$ cat src/pcd_pkg.sv
// Package of constants and types for the page chained descriptor engine
//
// Overview of operation
// - Descriptor line: 20-bit address/length in 31:12, reserved zeros, attributes low.
// - Line with effective bit clear raises fault interrupt and halts engine.
// - Skip line, both action bits clear, does nothing and moves on.
// - Load-length line copies 31:12 into length register; 31:28 must be zero.
// - Every start presets the length register to one 4KB page.
// - Move line loads transfer address register, then moves that page.
// - Chain line loads descriptor pointer, next fetches come from there.
// - Sequencer rests halted after reset and after all transfers finish.
// - Command register write leaves halted state and enters fetch; here only while the mode field is 01.
// - Fetch reads one line, latches its fields, then goes to address change.
// - Address change steps pointer by one line, except chain loads new table.
// - Address change never halts on errors; it goes to transfer whatever the last flag.
// - Transfer moves one line's data; last clear returns to fetch, else halt.
// - Halt-between-blocks request raises gap interrupt once current page finishes.
// - Card read halted at a gap is suspended by read wait or clock stop.
// - Mode field bits 4:3: 00 none/single, 01 this engine, 10/11 version two.
// - Capability bit 20 reads one because this engine is implemented.
// - Low 12 bits of every descriptor address are taken as zero.
// - Pointer register is 64 bits, only its low 32 bits address memory.
package pcd_pkg;
	// ----------------------------------------
	// Register offsets (byte addresses)
	// ----------------------------------------
	localparam logic [7:0] PCD_OFS_PTR_LO = 8'h00;
	localparam logic [7:0] PCD_OFS_PTR_HI = 8'h04;
	localparam logic [7:0] PCD_OFS_CTRL = 8'h08;
	localparam logic [7:0] PCD_OFS_CMD = 8'h0c;
	localparam logic [7:0] PCD_OFS_STATUS = 8'h10;
	localparam logic [7:0] PCD_OFS_CAPS = 8'h14;
	localparam logic [7:0] PCD_OFS_ADDR = 8'h18;
	localparam logic [7:0] PCD_OFS_LEN = 8'h1c;
	// ----------------------------------------
	// Field positions
	// ----------------------------------------
	localparam int PCD_BIT_VALID = 0;
	localparam int PCD_BIT_LAST = 1;
	localparam int PCD_BIT_IRQ = 2;
	localparam int PCD_BIT_ACT_LO = 4;
	localparam int PCD_BIT_ACT_HI = 5;
	localparam int PCD_FLD_LSB = 12;
	localparam int PCD_MODE_LSB = 3;
	localparam int PCD_CTRL_GAP = 8;
	localparam int PCD_CAP_BIT = 20;
	localparam int PCD_ST_DONE = 0;
	localparam int PCD_ST_FAULT = 1;
	localparam int PCD_ST_GAP = 2;
	localparam int PCD_ST_LINEIRQ = 3;
	localparam int PCD_ST_BUSY = 4;
	localparam int PCD_ST_SUSP = 5;
	// ----------------------------------------
	// Values
	// ----------------------------------------
	localparam logic [1:0] PCD_MODE_V1 = 2'h1;
	localparam logic [31:0] PCD_PAGE_BYTES = 32'h0000_1000;
	localparam logic [1:0] PCD_OP_SKIP = 2'h0;
	localparam logic [1:0] PCD_OP_LEN = 2'h1;
	localparam logic [1:0] PCD_OP_MOVE = 2'h2;
	localparam logic [1:0] PCD_OP_CHAIN = 2'h3;
	localparam logic [31:0] PCD_LINE_BYTES = 32'h0000_0004;
	localparam logic [31:0] PCD_WORD_BYTES = 32'h0000_0004;
	typedef enum logic [2:0] {
		pcd_halted_state,
		pcd_fetch_req,
		pcd_fetch_state,
		pcd_address_change_state,
		pcd_transfer_state
	} pcd_state_type;
endpackage

$ cat src/pcd_engine.sv
// Page chained descriptor DMA engine with register port and sequencer
//
// The address map and the strobed register port were decided locally.
`timescale 1ns/1ps
`default_nettype none
module pcd_engine import pcd_pkg::*; (
	input wire logic clk_sys,
	input wire logic sys_rst,
	input wire logic [7:0] reg_addr,
	input wire logic [31:0] reg_wdata,
	input wire logic reg_wr,
	input wire logic reg_rd,
	output logic [31:0] reg_rdata,
	input wire logic to_card,
	output logic mem_req,
	output logic mem_we,
	output logic [31:0] mem_addr,
	output logic [31:0] mem_wdata,
	input wire logic mem_ack,
	input wire logic [31:0] mem_rdata,
	output logic card_tx_valid,
	output logic [31:0] card_tx_data,
	input wire logic card_tx_ready,
	input wire logic card_rx_valid,
	input wire logic [31:0] card_rx_data,
	output logic card_rx_ready,
	output logic card_read_suspend,
	output logic dma_irq,
	output logic desc_fault_irq,
	output logic gap_halt_irq,
	output logic xfer_done
);
	// ----------------------------------------
	// Registers and state
	// ----------------------------------------
	pcd_state_type state_q;
	logic [63:0] descriptor_pointer_reg_q;
	logic [31:0] xfer_addr_reg_q, xfer_len_reg_q, line_q, rdata_q;
	logic [1:0] dma_mode_field_q;
	logic halt_between_blocks_req_q;
	logic st_done_q, st_fault_q, st_gap_q, st_line_q, suspend_q;
	logic fetch_pend_q, mv_start_q;
	logic mv_busy, mv_done, mv_req, mv_we;
	logic [31:0] mv_addr, mv_wdata;

	function automatic logic [31:0] page_field(input logic [31:0] line);
		page_field = {line[31:PCD_FLD_LSB], 12'h000};
	endfunction

	// ----------------------------------------
	// Register decode
	// ----------------------------------------
	wire logic wr_ptr_lo = reg_wr && reg_addr == PCD_OFS_PTR_LO;
	wire logic wr_ptr_hi = reg_wr && reg_addr == PCD_OFS_PTR_HI;
	wire logic wr_ctrl = reg_wr && reg_addr == PCD_OFS_CTRL;
	wire logic wr_cmd = reg_wr && reg_addr == PCD_OFS_CMD;
	wire logic wr_stat = reg_wr && reg_addr == PCD_OFS_STATUS;
	wire logic idle = state_q == pcd_halted_state;
	// Starts only in the page mode; other modes belong to other engines
	wire logic start = wr_cmd && idle && dma_mode_field_q == PCD_MODE_V1;
	wire logic [31:0] caps_word = 32'h1 << PCD_CAP_BIT;
	wire logic [31:0] ctrl_word = {23'h0, halt_between_blocks_req_q, 3'h0,
		dma_mode_field_q, 3'h0};
	wire logic [31:0] stat_word = {26'h0, suspend_q, !idle, st_line_q, st_gap_q,
		st_fault_q, st_done_q};
	logic [31:0] rd_mux;
	always_comb begin
		case (reg_addr)
			PCD_OFS_PTR_LO: rd_mux = descriptor_pointer_reg_q[31:0];
			PCD_OFS_PTR_HI: rd_mux = descriptor_pointer_reg_q[63:32];
			PCD_OFS_CTRL: rd_mux = ctrl_word;
			PCD_OFS_STATUS: rd_mux = stat_word;
			PCD_OFS_CAPS: rd_mux = caps_word;
			PCD_OFS_ADDR: rd_mux = xfer_addr_reg_q;
			PCD_OFS_LEN: rd_mux = xfer_len_reg_q;
			default: rd_mux = 32'h0;
		endcase
	end
	assign reg_rdata = rdata_q;

	// ----------------------------------------
	// Descriptor line fields
	// ----------------------------------------
	wire logic [1:0] line_op = {line_q[PCD_BIT_ACT_HI], line_q[PCD_BIT_ACT_LO]};
	wire logic line_valid = line_q[PCD_BIT_VALID];
	wire logic line_last = line_q[PCD_BIT_LAST];
	wire logic line_irq = line_q[PCD_BIT_IRQ];
	// Only the low word of the pointer drives the memory address
	wire logic [31:0] fetch_addr = descriptor_pointer_reg_q[31:0];
	wire logic fetch_ack = fetch_pend_q && mem_ack;
	wire logic line_end = (state_q == pcd_transfer_state) &&
		(line_op != PCD_OP_MOVE || mv_done);
	wire logic gap_hit = line_end && halt_between_blocks_req_q && line_op == PCD_OP_MOVE;

	// Memory port shared between fetch and mover; never both at once
	assign mem_req = fetch_pend_q || mv_req;
	assign mem_we = fetch_pend_q ? 1'b0 : mv_we;
	assign mem_addr = fetch_pend_q ? fetch_addr : mv_addr;
	assign mem_wdata = mv_wdata;
	assign dma_irq = st_line_q;
	assign desc_fault_irq = st_fault_q;
	assign gap_halt_irq = st_gap_q;
	assign xfer_done = st_done_q;
	assign card_read_suspend = suspend_q;

	// ----------------------------------------
	// Sequencer
	// ----------------------------------------
	always_ff @(posedge clk_sys) begin
		if (sys_rst) begin
			state_q <= pcd_halted_state;
			fetch_pend_q <= 1'b0;
			line_q <= 32'h0;
			mv_start_q <= 1'b0;
		end else begin
			mv_start_q <= 1'b0;
			case (state_q)
				pcd_halted_state: begin
					if (start) state_q <= pcd_fetch_req;
				end
				pcd_fetch_req: begin
					fetch_pend_q <= 1'b1;
					state_q <= pcd_fetch_state;
				end
				pcd_fetch_state: begin
					if (fetch_ack) begin
						fetch_pend_q <= 1'b0;
						line_q <= mem_rdata;
						state_q <= pcd_address_change_state;
					end
				end
				pcd_address_change_state: begin
					// No error check here; faults are taken in the transfer state
					state_q <= pcd_transfer_state;
					if (line_valid && line_op == PCD_OP_MOVE && !halt_between_blocks_req_q)
						mv_start_q <= 1'b1;
				end
				pcd_transfer_state: begin
					if (!line_valid) state_q <= pcd_halted_state;
					else if (line_op == PCD_OP_MOVE && !mv_busy && !mv_start_q && !mv_done
						&& halt_between_blocks_req_q) state_q <= pcd_transfer_state;
					else if (line_end) begin
						if (line_last) state_q <= pcd_halted_state;
						else state_q <= pcd_fetch_req;
					end else if (line_op == PCD_OP_MOVE && !mv_busy && !mv_start_q)
						mv_start_q <= 1'b1;
				end
				default: state_q <= pcd_halted_state;
			endcase
		end
	end

	// ----------------------------------------
	// Address, length and control registers
	// ----------------------------------------
	always_ff @(posedge clk_sys) begin
		if (sys_rst) begin
			descriptor_pointer_reg_q <= 64'h0;
			xfer_addr_reg_q <= 32'h0;
			xfer_len_reg_q <= PCD_PAGE_BYTES;
			dma_mode_field_q <= 2'h0;
			halt_between_blocks_req_q <= 1'b0;
		end else begin
			if (wr_ptr_lo && idle) descriptor_pointer_reg_q[31:0] <= reg_wdata;
			if (wr_ptr_hi && idle) descriptor_pointer_reg_q[63:32] <= reg_wdata;
			if (wr_ctrl) begin
				dma_mode_field_q <= reg_wdata[PCD_MODE_LSB +: 2];
				halt_between_blocks_req_q <= reg_wdata[PCD_CTRL_GAP];
			end
			if (start) xfer_len_reg_q <= PCD_PAGE_BYTES;
			if (state_q == pcd_address_change_state && line_valid) begin
				if (line_op == PCD_OP_CHAIN)
					descriptor_pointer_reg_q[31:0] <= page_field(line_q);
				else
					descriptor_pointer_reg_q[31:0] <= fetch_addr + PCD_LINE_BYTES;
				if (line_op == PCD_OP_LEN)
					xfer_len_reg_q <= {4'h0, line_q[27:PCD_FLD_LSB], 12'h000};
				if (line_op == PCD_OP_MOVE) xfer_addr_reg_q <= page_field(line_q);
			end
		end
	end

	// ----------------------------------------
	// Status flags; a set beats a same-cycle clear
	// ----------------------------------------
	always_ff @(posedge clk_sys) begin
		if (sys_rst) begin
			st_done_q <= 1'b0;
			st_fault_q <= 1'b0;
			st_gap_q <= 1'b0;
			st_line_q <= 1'b0;
			suspend_q <= 1'b0;
			rdata_q <= 32'h0;
		end else begin
			rdata_q <= reg_rd ? rd_mux : 32'h0;
			if (wr_stat && reg_wdata[PCD_ST_DONE]) st_done_q <= 1'b0;
			if (wr_stat && reg_wdata[PCD_ST_FAULT]) st_fault_q <= 1'b0;
			if (wr_stat && reg_wdata[PCD_ST_GAP]) st_gap_q <= 1'b0;
			if (wr_stat && reg_wdata[PCD_ST_LINEIRQ]) st_line_q <= 1'b0;
			if (state_q == pcd_transfer_state && !line_valid) st_fault_q <= 1'b1;
			if (line_end && line_valid && line_last) st_done_q <= 1'b1;
			if (line_end && line_valid && line_irq) st_line_q <= 1'b1;
			if (gap_hit) st_gap_q <= 1'b1;
			// Card reads pause once the page ends and resume when the request drops
			if (gap_hit && !to_card) suspend_q <= 1'b1;
			else if (!halt_between_blocks_req_q) suspend_q <= 1'b0;
		end
	end

	// ----------------------------------------
	// Page mover
	// ----------------------------------------
	pcd_word_mover u_mover (
		.clk_sys(clk_sys),
		.sys_rst(sys_rst),
		.start(mv_start_q),
		.base_addr(xfer_addr_reg_q),
		.byte_len(xfer_len_reg_q),
		.to_card(to_card),
		.hold(fetch_pend_q),
		.busy(mv_busy),
		.done(mv_done),
		.mem_req(mv_req),
		.mem_we(mv_we),
		.mem_addr(mv_addr),
		.mem_wdata(mv_wdata),
		.mem_ack(mv_req && mem_ack),
		.mem_rdata(mem_rdata),
		.card_tx_valid(card_tx_valid),
		.card_tx_data(card_tx_data),
		.card_tx_ready(card_tx_ready),
		.card_rx_valid(card_rx_valid),
		.card_rx_data(card_rx_data),
		.card_rx_ready(card_rx_ready)
	);
endmodule
`default_nettype wire

$ cat src/pcd_word_mover.sv
// Word mover that streams byte_len bytes between memory and the card data path
`timescale 1ns/1ps
`default_nettype none
module pcd_word_mover import pcd_pkg::*; (
	input wire logic clk_sys,
	input wire logic sys_rst,
	input wire logic start,
	input wire logic [31:0] base_addr,
	input wire logic [31:0] byte_len,
	input wire logic to_card,
	input wire logic hold,
	output logic busy,
	output logic done,
	output logic mem_req,
	output logic mem_we,
	output logic [31:0] mem_addr,
	output logic [31:0] mem_wdata,
	input wire logic mem_ack,
	input wire logic [31:0] mem_rdata,
	output logic card_tx_valid,
	output logic [31:0] card_tx_data,
	input wire logic card_tx_ready,
	input wire logic card_rx_valid,
	input wire logic [31:0] card_rx_data,
	output logic card_rx_ready
);
	logic busy_q, done_q, dir_q, have_q, pend_q;
	logic [31:0] addr_q, left_q, data_q;
	wire logic need = busy_q && left_q != 32'h0;
	wire logic mem_fire = pend_q && mem_ack;
	wire logic rx_fire = card_rx_valid && card_rx_ready;
	wire logic tx_fire = card_tx_valid && card_tx_ready;
	wire logic step = mem_fire && (dir_q || !have_q);
	wire logic [31:0] left_dec = (left_q > PCD_WORD_BYTES) ? left_q - PCD_WORD_BYTES : 32'h0;
	assign busy = busy_q;
	assign done = done_q;
	assign mem_req = pend_q;
	assign mem_we = !dir_q;
	assign mem_addr = addr_q;
	assign mem_wdata = data_q;
	// Pauses at word edges only, so a hold never tears a word
	assign card_rx_ready = need && !dir_q && !have_q && !pend_q && !hold;
	assign card_tx_valid = busy_q && dir_q && have_q;
	assign card_tx_data = data_q;
	always_ff @(posedge clk_sys) begin
		if (sys_rst) begin
			busy_q <= 1'b0;
			done_q <= 1'b0;
			dir_q <= 1'b0;
			have_q <= 1'b0;
			pend_q <= 1'b0;
			addr_q <= 32'h0;
			left_q <= 32'h0;
			data_q <= 32'h0;
		end else begin
			done_q <= 1'b0;
			if (start && !busy_q) begin
				busy_q <= 1'b1;
				dir_q <= to_card;
				addr_q <= base_addr;
				left_q <= byte_len;
				have_q <= 1'b0;
			end else if (busy_q) begin
				if (dir_q && !have_q && !pend_q && left_q != 32'h0 && !hold) pend_q <= 1'b1;
				if (rx_fire) begin
					data_q <= card_rx_data;
					have_q <= 1'b1;
					pend_q <= 1'b1;
				end
				if (mem_fire) begin
					pend_q <= 1'b0;
					addr_q <= addr_q + PCD_WORD_BYTES;
					left_q <= left_dec;
					if (dir_q) begin
						data_q <= mem_rdata;
						have_q <= 1'b1;
					end else have_q <= 1'b0;
				end
				if (tx_fire) have_q <= 1'b0;
				if (left_q == 32'h0 && !have_q && !pend_q && !step) begin
					busy_q <= 1'b0;
					done_q <= 1'b1;
				end
			end
		end
	end
endmodule
`default_nettype wire

$ cat config.mk
export PLATFORM = sky130hd
export DESIGN_NAME = pcd_engine
export DESIGN_NICKNAME = d
export VERILOG_FILES = /design/src/pcd_pkg.sv /design/src/pcd_engine.sv /design/src/pcd_word_mover.sv
export SDC_FILE = /design/constraint.sdc
export NUM_CORES = 1
export LEC_CHECK = 0
export BUFFER_PORTS_ARGS = -buffer_cell sky130_fd_sc_hd__buf_4
export CAP_MARGIN = 20
export CORE_MARGIN = 2
export CORE_UTILIZATION = 47
export DETAILED_ROUTE_END_ITERATION = 10
export PLACE_DENSITY = 0.68
export SLEW_MARGIN = 5
export SYNTH_ARGS = -nofsm -noshare
export SYNTH_HDL_FRONTEND = slang
export SYNTH_SLANG_ARGS = --single-unit
export TNS_END_PERCENT = 1
$ cat constraint.sdc
create_clock -name clk_sys -period 2.8 [get_ports clk_sys]
set_clock_uncertainty 0.1 [all_clocks]
set_input_delay 0.14 -clock clk_sys [delete_from_list [all_inputs] [get_ports clk_sys]]
set_output_delay 0.14 -clock clk_sys [all_outputs]
set_load 0.02 [all_outputs]
==> reports/metrics.csv <==
metric;value;unit
outcome;finished clean;
rsz0062_at_grt;false;
vias_per_cell;6.13;
dp.final_hpwl;35400;um
cts_setup_buffers;0;
cts_max_path_buffers;3;
diodes;0;
cp-start-kind;register;
relSlewSlack;37.6;%
io_buffers;248;
synth.avg_cell_area;8.26;um2
avgRoutedWirePerCell;21.7;um
die_w;176;um
ys_warn_count;0;
grt_usage;32.3;%
dieHeight;176;um
ir_drop;329;uV
p_leak;7.09;nW
drive_above_1_share;20.7;%
finalHoldViolCount;0;
fill_cells;2522;
vias;14500;
dr.first_iter.drc_count;1516;
yosys-top-cells-area;dfxtp_1 (41%), nand2_1 (6.2%), a21oi_1 (5.5%);
drt-total-wl;51400;um
gp_congestion;0.892;
synth_cell_type_count;68;
post-route-util;61.5;%
yosysTopAreaCell;dfxtp_1;
max_cap_violations;0;
met3_usage;6.68;%
ys_seq_elements;285;
area_delta_synth_final;29.8;%
netlist_instances;1687;
final_net_count;2073;
cts_htree_levels;2;
core_area;29400;um2
power-per-cell-area;492;nW/um2
grt_max_degree;100;
syn_nets;1804;
fmax;374;MHz
regArea;5710;um2
critPathCaptureType;primary output;
path_class;register to primary output;
antenna_found_initial;2;
cts-root-buf;clkbuf_16;
crit_path_top_delay_cell;nor3_1;
hold_class;input port to register;
ant_nets;0;
cts_tree;done;
synthesis.area;13900;um2
crit_arrival;2.43;ns
clkSinkCount;285;
cp_max_fo;35;
finalCritPeriodShare;95.4;%
gr-max-usage-layer;met2;
path_clk_slew;0.06;ns
crit_required;2.56;ns
grt_overflow;0;
grt_pass1_vias;14000;
synth_ff_type;dfxtp_1;
dr.pass1.iters;6;
finalSetupViolations;0;
ys_seq_area_share;41.0;%
rr_worst_depth;6;
synth-edff-count;0;
fin_crit;2.67;ns
slew_violations;0;
hold_path_depth;3;
grt_pass1_wl;79400;um
synth_commonest_cells;dfxtp_1 (285), nand2_1 (231), nor2_1 (155);
grtUsageMet1;43.3;%
use_met2;50.7;%
yosysTopAreaCellShare;41.0;%
clk_latency;0.51;ns
critPathMostFrequentCell;buf_4;
synthArstFlopShare;0;%
path_cells;nor3_1 > and3_1 > a41oi_4 > buf_4 > and2_1 > buf_4;
start_util;47.4;%
tightest_slew;0.935;ns
rows;63;
multi_input_area;7390;um2
drc;0;
cpPeakStageDelay;0.41;ns
finalSetupTns;0;ns
numCtsBuffers;34;
io_pins;249;
synth.most_common_cell;dfxtp_1;
die-area;31000;um2
[metrics by stage]
step	setup WS [ns]	cells	instance area [um2]	total power, mW	hold slack (ns)
floorplan	0.607	1687	13900	4.24	0.176
global placement	0.360	2206	15900	4.44	0.300
detailed placement	0.352	2206	15900	4.44	0.307
CTS	0.0479	2369	18100	8.93	0.00226
global route	0.0170	2369	18100	9.12	0.0271
finish	0.128	2369	18100	8.90	0.0339
[placed cells by master, fill, tap and decap left out, types with 33 or more instances in the layout]
cell type	count
o21ai_0	53
clkbuf_16	35
dlygate4sd3_1	104
nand4b_1	34
nor3_1	39
nand3_1	42
o311a_1	33
nand2_1	231
buf_4	294
a211oi_1	52
dfxtp_1	283
a22oi_1	63
mux2_2	39
a21oi_1	152
nor2_1	154
[per-layer routing]
metal	vias to the layer above	share of wire (%)	routed length, um
li1	6685	-	-
met1	6848	41	21200
met2	865	44	22800
met3	132	10	5390
met4	2	3.9	2030
met5	-	0.021	11
[kinds of logic (layout without fill, tap and decap cells)]
kind of cell / after synthesis / in the layout / share of synthesized area (%)
DFF: 285 / 285 / 41.0
and+or+nand+nor: 652 / 652 / 23.0
AOI/OAI and AO/OA: 460 / 460 / 22.4
xor gates and xnor gates: 46 / 46 / 2.89
muxes: 51 / 51 / 4.01
adders and majority gates: 5 / 5 / 0.449
buffers and inverters: 188 / 480 / 6.31
[where the power goes]
group	internal (mW)	switching [mW]	leakage [nW]
clock	2.64	1.79	0.537
sequential	4.05	0.00142	2.30
combinational	0.227	0.189	4.26
total	6.92	1.98	7.09
[final timing paths]
| check | start | to | slack, ns |
|---|---|---|---|
| min | reg_rd | reg_rdata[5] | 0.03 |
| max reg2reg | state_q[1] | descriptor_pointer_reg_q[59] | 0.25 |
| min reg2reg | descriptor_pointer_reg_q[51] | descriptor_pointer_reg_q[51] | 0.36 |
| max | u_mover.left_q[7] | card_rx_ready | 0.13 |
[layout make-up]
type,count,area share [%]
Sequential cell,285,31.6
Inverter,19,0.394
Timing Repair Buffer,402,18.4
Tap cell,390,2.70
Clock inverter,10,0.623
Multi-Input combinational cell,1214,40.9
Clock buffer,49,5.47
[worst max-delay path, delay by kind of cell, from the launching register on]
kind / cells / cell delay (ns)
buffers and inverters: 2 / 0.43
DFF: 1 / 0.36
AOI/OAI and AO/OA: 1 / 0.15
and+or+nand+nor: 3 / 0.97
[registers in the layout (all words and copies together) (netlist names), 2 cells and up]
signal                    flops
descriptor_pointer_reg_q     64
reg_rdata                    32
u_mover.card_tx_data         32
u_mover.left_q               32
xfer_len_reg_q               32
u_mover.mem_addr             30
line_q                       25
xfer_addr_reg_q              20
state_q                       3
dma_mode_field_q              2
[what timing repair did]
item,CTS,global route
endpoints found under the setup margin,0,1
resized for setup,0,1
hold buffers,104,0
endpoints found under the hold margin,136,0
(Power assumes the default switching activity.)
